===== src/hw/pdp_defs.svh =====
// Timing constants and reset values for the parallel download port.
// Included by pdp_out_port and pdp_top; it holds definitions only.
// What this block does
// - Two 8-bit parallel ports: output port drives strobe/data, input port mirrors.
// - Sender pulses strobe to mark the byte on the data lines as valid.
// - Receiver drives acknowledge after taking the byte; sender takes it as confirmation.
// - Receiver asserts busy while unable to accept; sender withholds strobes meanwhile.
// - Input port ignores the paper-empty and error inputs entirely.
// - Download mode is picked at start-up; then files arrive over the input port.
// - Non-load data passes straight through to the output port.
// - Load while port occupied reports serial selection and downloads over serial channel.
`ifndef PDP_DEFS_SVH
`define PDP_DEFS_SVH

`define PDP_CLK_MHZ 40
`define PDP_SETUP_NS 500
`define PDP_STROBE_NS 1000
`define PDP_HOLD_NS 500
`define PDP_ACK_NS 2000
`define PDP_NS_TO_CYC(ns) (((ns) * `PDP_CLK_MHZ + 999) / 1000)
`define PDP_SETUP_CYC `PDP_NS_TO_CYC(`PDP_SETUP_NS)
`define PDP_STROBE_CYC `PDP_NS_TO_CYC(`PDP_STROBE_NS)
`define PDP_HOLD_CYC `PDP_NS_TO_CYC(`PDP_HOLD_NS)
`define PDP_ACK_CYC `PDP_NS_TO_CYC(`PDP_ACK_NS)
`define PDP_STRAP_WAIT 2'h3
`define PDP_BYTE_RST 8'h00

`endif


===== src/hw/pdp_pkg.sv =====
// Types shared by the parallel download port modules.
// Assumes nothing beyond a SystemVerilog compiler.
package pdp_pkg;
  typedef enum logic [1:0] {RX_IDLE, RX_FWD, RX_ACK, RX_REL} pdp_rx_type;
  typedef enum logic [2:0] {TX_IDLE, TX_SETUP, TX_STROBE, TX_HOLD, TX_WAIT} pdp_tx_type;
endpackage


===== src/hw/pdp_fwd_if.sv =====
// Carrier between the receive logic and the output-port sender.
// Both ends sit on the same clock.
`timescale 1ns/1ps
`default_nettype none
interface pdp_fwd_if;
  logic [7:0] byte_data;
  logic valid;
  logic idle;
  logic ack_n_s;
  logic busy_s;
  modport top (output byte_data, output valid, output ack_n_s, output busy_s, input idle);
  modport sender (input byte_data, input valid, input ack_n_s, input busy_s, output idle);
endinterface
`default_nettype wire


===== src/hw/pdp_out_port.sv =====
// Output-port sender: drives one byte at a time to the printer side.
// Assumes acknowledge and busy arrive already synchronised.
`timescale 1ns/1ps
`default_nettype none
`include "pdp_defs.svh"
module pdp_out_port
  import pdp_pkg::*;
(
  input wire logic clk_i, // System clock
  input wire logic rst_i, // Async reset, high
  pdp_fwd_if.sender fwd, // Byte hand-off
  output logic strobe_n_o, // Output strobe, low active
  output logic [7:0] data_o // Output data
);
  localparam logic [7:0] SETUP_CYC = 8'(`PDP_SETUP_CYC);
  localparam logic [7:0] STROBE_CYC = 8'(`PDP_STROBE_CYC);
  localparam logic [7:0] HOLD_CYC = 8'(`PDP_HOLD_CYC);

  pdp_tx_type state_r;
  logic [7:0] cnt_r;
  logic ack_d_r;
  logic acked_r;

  always_ff @(posedge clk_i or posedge rst_i)
    if (rst_i)
      ack_d_r <= 1'b1;
    else
      ack_d_r <= fwd.ack_n_s;

  always_ff @(posedge clk_i or posedge rst_i)
  begin
    if (rst_i)
    begin
      state_r <= TX_IDLE;
      cnt_r <= 8'h00;
      acked_r <= 1'b0;
      strobe_n_o <= 1'b1;
      data_o <= `PDP_BYTE_RST;
    end
    else
    begin
      unique case (state_r)
        TX_IDLE:
          if (fwd.valid)
          begin
            data_o <= fwd.byte_data;
            cnt_r <= SETUP_CYC;
            state_r <= TX_SETUP;
          end
        TX_SETUP:
          // No strobe while the printer reports busy
          if (cnt_r > 8'h01)
            cnt_r <= cnt_r - 8'h01;
          else if (!fwd.busy_s)
          begin
            strobe_n_o <= 1'b0;
            cnt_r <= STROBE_CYC;
            acked_r <= 1'b0;
            state_r <= TX_STROBE;
          end
        TX_STROBE:
          if (cnt_r > 8'h01)
            cnt_r <= cnt_r - 8'h01;
          else
          begin
            strobe_n_o <= 1'b1;
            cnt_r <= HOLD_CYC;
            state_r <= TX_HOLD;
          end
        TX_HOLD:
          if (cnt_r > 8'h01)
            cnt_r <= cnt_r - 8'h01;
          else
            state_r <= TX_WAIT;
        TX_WAIT:
          // Byte done once acknowledged and busy dropped
          if ((acked_r || (ack_d_r && !fwd.ack_n_s)) && !fwd.busy_s)
            state_r <= TX_IDLE;
        default:
          state_r <= TX_IDLE;
      endcase
      if (state_r != TX_IDLE && state_r != TX_SETUP && ack_d_r && !fwd.ack_n_s)
        acked_r <= 1'b1;
    end
  end

  assign fwd.idle = (state_r == TX_IDLE);
endmodule
`default_nettype wire


===== src/hw/pdp_top.sv =====
// Parallel download port: input port receiver, load capture and pass-through.
// Assumes pins come from outside the clock domain; load requests do not.
`timescale 1ns/1ps
`default_nettype none
`include "pdp_defs.svh"
module pdp_top
  import pdp_pkg::*;
(
  input wire logic CLOCK_I, // 40 MHz clock
  input wire logic RST_I, // Async reset, high
  input wire logic IN_DATA_STROBE_N_I, // Input port strobe, low
  input wire logic [7:0] IN_DATA_I, // Input port data
  output logic IN_ACK_N_O, // Input port acknowledge, low
  output logic IN_BUSY_O, // Input port busy, high
  input wire logic IN_PAPER_EMPTY_I, // Unused, pulled high
  input wire logic IN_ERROR_N_I, // Unused, pulled high
  output logic OUT_DATA_STROBE_N_O, // Output port strobe, low
  output logic [7:0] OUT_DATA_O, // Output port data
  input wire logic OUT_ACK_N_I, // Output port acknowledge, low
  input wire logic OUT_BUSY_I, // Output port busy, high
  input wire logic DOWNLOAD_MODE_I, // Start-up strap, high selects download
  input wire logic LOAD_REQ_I, // Load command issued, pulse
  input wire logic LOAD_DONE_I, // Load command finished, pulse
  output logic LOAD_ACTIVE_O, // Parallel load in progress
  output logic [7:0] DL_DATA_O, // Captured download byte
  output logic DL_VALID_O, // Download byte valid, pulse
  output logic SERIAL_SEL_O // Load falls back to serial, pulse
);
  localparam logic [7:0] ACK_CYC = 8'(`PDP_ACK_CYC);

  pdp_fwd_if fwd ();

  pdp_rx_type rx_state_r;
  logic strobe_s1_r, strobe_s2_r, strobe_s3_r;
  logic [7:0] dat_s1_r, dat_s2_r;
  logic ack_s1_r, ack_s2_r;
  logic bsy_s1_r, bsy_s2_r;
  logic mode_s1_r, mode_s2_r;
  logic [1:0] strap_cnt_r;
  logic mode_r;
  logic [7:0] byte_r;
  logic [7:0] cnt_r;
  logic fwd_valid_r;
  logic strobe_fall;
  logic occupied;

  // Paper-empty and error carry no meaning here
  logic unused_ok;
  assign unused_ok = IN_PAPER_EMPTY_I & IN_ERROR_N_I;

  // Third stage only finds the falling edge; reset high so no false edge
  always_ff @(posedge CLOCK_I or posedge RST_I)
  begin
    if (RST_I)
    begin
      strobe_s1_r <= 1'b1;
      strobe_s2_r <= 1'b1;
      strobe_s3_r <= 1'b1;
    end
    else
    begin
      strobe_s1_r <= IN_DATA_STROBE_N_I;
      strobe_s2_r <= strobe_s1_r;
      strobe_s3_r <= strobe_s2_r;
    end
  end

  // Data settles before the strobe, so bitwise sync is safe
  always_ff @(posedge CLOCK_I or posedge RST_I)
  begin
    if (RST_I)
    begin
      dat_s1_r <= `PDP_BYTE_RST;
      dat_s2_r <= `PDP_BYTE_RST;
    end
    else
    begin
      dat_s1_r <= IN_DATA_I;
      dat_s2_r <= dat_s1_r;
    end
  end

  always_ff @(posedge CLOCK_I or posedge RST_I)
  begin
    if (RST_I)
    begin
      ack_s1_r <= 1'b1;
      ack_s2_r <= 1'b1;
      bsy_s1_r <= 1'b0;
      bsy_s2_r <= 1'b0;
    end
    else
    begin
      ack_s1_r <= OUT_ACK_N_I;
      ack_s2_r <= ack_s1_r;
      bsy_s1_r <= OUT_BUSY_I;
      bsy_s2_r <= bsy_s1_r;
    end
  end

  always_ff @(posedge CLOCK_I or posedge RST_I)
  begin
    if (RST_I)
    begin
      mode_s1_r <= 1'b0;
      mode_s2_r <= 1'b0;
    end
    else
    begin
      mode_s1_r <= DOWNLOAD_MODE_I;
      mode_s2_r <= mode_s1_r;
    end
  end

  assign strobe_fall = strobe_s3_r && !strobe_s2_r;

  // Strap caught once, after the synchroniser has filled
  always_ff @(posedge CLOCK_I or posedge RST_I)
  begin
    if (RST_I)
    begin
      strap_cnt_r <= 2'h0;
      mode_r <= 1'b0;
    end
    else if (strap_cnt_r != `PDP_STRAP_WAIT)
    begin
      strap_cnt_r <= strap_cnt_r + 2'h1;
      if (strap_cnt_r == `PDP_STRAP_WAIT - 2'h1)
        mode_r <= mode_s2_r;
    end
  end

  // Pass-through in flight on either side counts as occupied
  assign occupied = !fwd.idle || fwd_valid_r || (!LOAD_ACTIVE_O && rx_state_r != RX_IDLE);

  always_ff @(posedge CLOCK_I or posedge RST_I)
  begin
    if (RST_I)
    begin
      LOAD_ACTIVE_O <= 1'b0;
      SERIAL_SEL_O <= 1'b0;
    end
    else
    begin
      SERIAL_SEL_O <= 1'b0;
      if (LOAD_REQ_I && !LOAD_ACTIVE_O)
      begin
        if (mode_r && !occupied)
          LOAD_ACTIVE_O <= 1'b1;
        else
          SERIAL_SEL_O <= 1'b1;
      end
      else if (LOAD_DONE_I)
        LOAD_ACTIVE_O <= 1'b0;
    end
  end

  always_ff @(posedge CLOCK_I or posedge RST_I)
  begin
    if (RST_I)
    begin
      rx_state_r <= RX_IDLE;
      byte_r <= `PDP_BYTE_RST;
      cnt_r <= 8'h00;
      fwd_valid_r <= 1'b0;
      IN_ACK_N_O <= 1'b1;
      IN_BUSY_O <= 1'b0;
      DL_DATA_O <= `PDP_BYTE_RST;
      DL_VALID_O <= 1'b0;
    end
    else
    begin
      DL_VALID_O <= 1'b0;
      fwd_valid_r <= 1'b0;
      unique case (rx_state_r)
        RX_IDLE:
          if (strobe_fall)
          begin
            IN_BUSY_O <= 1'b1;
            byte_r <= dat_s2_r;
            rx_state_r <= RX_FWD;
          end
        RX_FWD:
          if (LOAD_ACTIVE_O)
          begin
            DL_DATA_O <= byte_r;
            DL_VALID_O <= 1'b1;
            IN_ACK_N_O <= 1'b0;
            cnt_r <= ACK_CYC;
            rx_state_r <= RX_ACK;
          end
          else if (fwd.idle)
          begin
            // No buffer: busy holds the host until the printer side frees
            fwd_valid_r <= 1'b1;
            IN_ACK_N_O <= 1'b0;
            cnt_r <= ACK_CYC;
            rx_state_r <= RX_ACK;
          end
        RX_ACK:
          if (cnt_r > 8'h01)
            cnt_r <= cnt_r - 8'h01;
          else
          begin
            IN_ACK_N_O <= 1'b1;
            rx_state_r <= RX_REL;
          end
        RX_REL:
          if (strobe_s2_r)
          begin
            IN_BUSY_O <= 1'b0;
            rx_state_r <= RX_IDLE;
          end
      endcase
    end
  end

  assign fwd.byte_data = byte_r;
  assign fwd.valid = fwd_valid_r;
  assign fwd.ack_n_s = ack_s2_r;
  assign fwd.busy_s = bsy_s2_r;

  pdp_out_port u_out (
    .clk_i(CLOCK_I),
    .rst_i(RST_I),
    .fwd(fwd),
    .strobe_n_o(OUT_DATA_STROBE_N_O),
    .data_o(OUT_DATA_O)
  );
endmodule
`default_nettype wire


===== config.mk =====
export PLATFORM = sky130hd
export DESIGN_NAME = pdp_top
export DESIGN_NICKNAME = d
export VERILOG_FILES = /design/src/hw/pdp_pkg.sv /design/src/hw/pdp_fwd_if.sv /design/src/hw/pdp_out_port.sv /design/src/hw/pdp_top.sv
export VERILOG_INCLUDE_DIRS = /design/src /design/src/hw
export SDC_FILE = /design/constraint.sdc
export NUM_CORES = 1
export LEC_CHECK = 0
export ABC_CLOCK_PERIOD_IN_PS = 2400
export BUFFER_PORTS_ARGS = -buffer_cell sky130_fd_sc_hd__buf_2
export CORE_ASPECT_RATIO = 1.75
export CORE_MARGIN = 3
export CORE_UTILIZATION = 48
export DETAILED_ROUTE_END_ITERATION = 7
export GPL_TIMING_DRIVEN = 0
export PLACE_DENSITY = 0.7
export SETUP_SLACK_MARGIN = 0.15
export SLEW_MARGIN = 15
export SYNTH_ARGS = -nofsm -noshare
export SYNTH_HDL_FRONTEND = slang
export SYNTH_HIERARCHICAL = 1
export SYNTH_SLANG_ARGS = --single-unit

===== constraint.sdc =====
create_clock -name CLOCK_I -period 2.4 [get_ports CLOCK_I]
set_input_delay 0.24 -clock CLOCK_I [delete_from_list [all_inputs] [get_ports CLOCK_I]]
set_output_delay 0.24 -clock CLOCK_I [all_outputs]
set_load 0.02 [all_outputs]

==> impl_metrics.csv <==
group,metric,value,unit
synth,synth_cells,273,
synth,synth_area_leaders,"dfrtp_1 54%, mux2_2 8.8%, dfstp_2 6.1%",
clock_network,htree_levels,3,
power,net-switching-power,1930,uW
global_route,met2_usage,32.2,%
timing,post-route-period-util,87.4,%
floorplanning,io-pin-count,40,
worst_hold_path,min_path_cells,1,
layout,multi_input_area,1270,um^2
clock_network,cts_resized,0,
synth,synthesis.area,3460,um^2
clock_network,cts_tree,"done",
floorplanning,die-height,118,um
power,p_int,3380,uW
routing,routedWlPerCell,16.3,um
routing,vias_per_cell,5.55,
placed_design,portBuffers,37,
timing,setup_violations,0,
synth,synth_top_area_share,53.5,%
global_route,grt_max_degree,61,
routing,vias,2315,
synth,ys_seq_elements,82,
timing,fin_crit,2.10,ns
floorplanning,fp.dieW,70.2,um
layout,final_common_cell,"dfrtp_1",
critical_path,crit_family,"simple AND/OR/NAND/NOR gates",
power,fin_total_pwr,5320,uW
synth,syn_avg_cell_area,12.7,um^2
critical_path,cpMaxStageDelayCell,"dfrtp_1",
synth,synth_seq_area_share,59.6,%
clock_network,clock_latency,0.33,ns
critical_path,worstPathArrival,2.35,ns
critical_path,r2r_start,"u_out/state_r[0]$_DFFE_PP0P_",
power,sw_frac_of_total,36.3,%
power,worst_ir_drop_vdd,0.740,mV
worst_hold_path,hp-start,"IN_DATA_I[4]",
floorplanning,core_area,6960,um^2
timing,drv_slew,0,
placed_design,dp.cells,394,
critical_path,cp-start-kind,"flop",
clock_network,root_buffer,"clkbuf_16",
power,clkPwrFrac,25.5,%
layout,drive_gt1_share,33.3,%
synth,async_flop_share,100,%
global_route,antenna_found_initial,0,
global_route,grt-ovfl-total,0,
floorplanning,start_util,49.7,%
layout,nFillCells,566,
global_route,track_usage,17.7,%
layout,layout.nets,356,
routing,ant_nets,0,
worst_hold_path,hp-class,"input port to flop",
layout,most-common-layout-cells,"74 x dfrtp_1, 39 x buf_2, 27 x mux2_2, 22 x inv_1, 14 x o21ai_0",
timing,max_freq,0.477,GHz
clock_network,clk_path_buf_depth,2,
power,power_frac_comb,35.8,%
layout,area.sequential,2060,um^2
synth,synth_edf_count,0,
critical_path,worstPathCellList,"nor3_1, or3b_2, buf_2, o311ai_4, buf_6, nor4_1, mux2i_1",
global_route,use_met1,18.1,%
global_route,top_usage_layer,"met2",
timing,rsz0062_at_grt,"no",
synth,yosysUniqueCellTypes,55,
critical_path,crit_buf_inv,2,
routing,drtIter0Drc,98,
global_route,grtUsageMet3,4.34,%
synth,syn_nets,301,
critical_path,cp.depth,7,
clock_network,cts.clk_slew.worst_paths,0.06,ns
power,leakagePower,0.00192,uW
routing,drc,0,
critical_path,crit_type,"flop to flop",
timing,tightestPinTransition,0.888,ns
floorplanning,die-area,8300,um^2
critical_path,worstRegToRegCells,7,
critical_path,setup.worst_path.start,"u_out/state_r[0]$_DFFE_PP0P_",
outcome,status,"finished clean",
routing,drt-total-wl,6.79,mm
critical_path,cp.required,2.65,ns
power,powerDensity,1290,nW/um^2
layout,diodes,0,
floorplanning,rows,40,
layout,syn_to_final_growth,19.1,%
clock_network,cts_made_buffers,9,
placed_design,dp_hpwl,4.80,mm
synth,yosysWarnings,6,
placed_design,globalplace.congestion,0.862,
global_route,grt_pass1_wl,11.4,mm
synth,synth_flop_cell,"dfrtp_1",
routing,drtPass1Iterations,4,
global_route,grt_pass1_vias,2483,
timing,relSlewSlack,40.7,%
critical_path,critPathMaxStageDelay,0.43,ns
timing,fin_worst_skew,0.00651,ns
timing,hold_violations,0,
flow_run,cap_viol_max_count,0,
clock_network,cts.sinks,82,
synth,synth_top_area_cell,"dfrtp_1",
power,power.sequential.fraction,38.8,%
layout,instances_no_fill,417,
critical_path,critPathMaxFanout,10,
critical_path,worst_setup_path_end_kind,"flop",
what timing repair did:
action,in CTS,in global routing
endpoints found under the hold margin,4,3
hold buffers,4,3
endpoints found under the setup margin,0,0
setup buffers,0,0
cell type report:
class                      count  share of cell area [%]
sequential                    82                    50.1
multi-input combinational    162                    30.8
timing repair buffer          44                    6.20
clock buffer                  11                    5.65
tap                           84                    2.55
inverter                      23                    2.16
clock inverter                 5                    1.55
buffer                         6                    1.06
worst paths after layout:
kind,end,slack [ns]
max in group asynchronous,u_out/data_o[4]$_DFFE_PP0P_,1.73
max reg2reg,cnt_r[5]$_DFFE_PP0P_,0.30
max,cnt_r[5]$_DFFE_PP0P_,0.30
min,dat_s1_r[4]$_DFF_PP0_,0.01
min reg2reg,dat_s2_r[5]$_DFF_PP0_,0.35
min in group asynchronous,SERIAL_SEL_O$_DFF_PP0_,0.03
Yosys cell counts (2+ instances only):
cell type,count
o21ai_0,14
a211oi_1,2
nor3_2,2
dfrtp_1,74
nor2_1,9
o21a_1,2
buf_2,2
buf_6,2
or3_2,4
or4_1,2
or2_2,2
inv_1,23
and2_1,2
or3_4,2
ha_1,10
a31oi_1,3
nand2_1,9
nor4_1,4
dfstp_2,8
and3_1,2
a22oi_1,4
mux2_2,27
nand3_1,6
o31ai_1,2
mux2i_1,3
o22ai_1,2
a32o_1,2
o221ai_1,4
nand2b_1,2
o211ai_1,2
nor3_1,7
a21oi_1,11
registers in the layout (all words and copies together) (netlist names), 2 cells and up:
signal and flops:
DL_DATA_O 8, byte_r 8, cnt_r 8, dat_s1_r 8, dat_s2_r 8, u_out/cnt_r 8, u_out/data_o 8, u_out/state_r 3
rx_state_r 2, strap_cnt_r 2
worst reg2reg max path, stage by stage (launching register included):
cell and delay, ns:
dfrtp_1 0.43, nor3_1 0.37, or3b_2 0.18, buf_2 0.17, o311ai_4 0.15, buf_6 0.18, nor4_1 0.32, mux2i_1 0.22
cell families (layout without fill, tap and decap cells):
logic type,after synthesis,in the layout,synth area share (%)
adders and majority gates,11,11,3.91
DFF,82,82,59.6
and+or+nand+nor,62,62,10.9
buffers and inverters,29,89,3.76
xor gates and xnor gates,1,1,0.253
muxes,30,30,9.66
AOI/OAI and AO/OA,58,58,11.9
through the flow:
| stage | util (%) | setup WS [ns] | hold slack, ns | TNS (ns) | instance area (um^2) |
|---|---|---|---|---|---|
| after global routing | 59.2 | 0.172 | 0.00293 | 0 | 4120 |
| after global placement | 53.9 | -0.0462 | 0.332 | -2.23 | 3750 |
| after detailed placement | 53.9 | 0.313 | 0.335 | 0 | 3750 |
| after floorplan | - | 0.568 | 0.228 | 0 | 3460 |
| after CTS | 58.8 | 0.304 | 0.000519 | 0 | 4090 |
| final | 59.2 | 0.304 | 0.0127 | 0 | 4120 |
layer usage:
layer	share of wire, %	up-vias
li1	-	1091
met1	37	1163
met2	57	41
met3	2.5	20
met4	3.3	0
met5	0	-
power groups by stage:
stage | Combinational [uW] | Sequential [uW] | Clock (uW)
finish | 1900 | 2060 | 1350
global route | 2100 | 2120 | 1440
CTS | 1910 | 2060 | 1380
detailed placement | 1890 | 2090 | 0
global placement | 1830 | 2070 | 0
floorplan | 1310 | 2140 | 0
No activity file was read; power rests on OpenSTA's default activity.
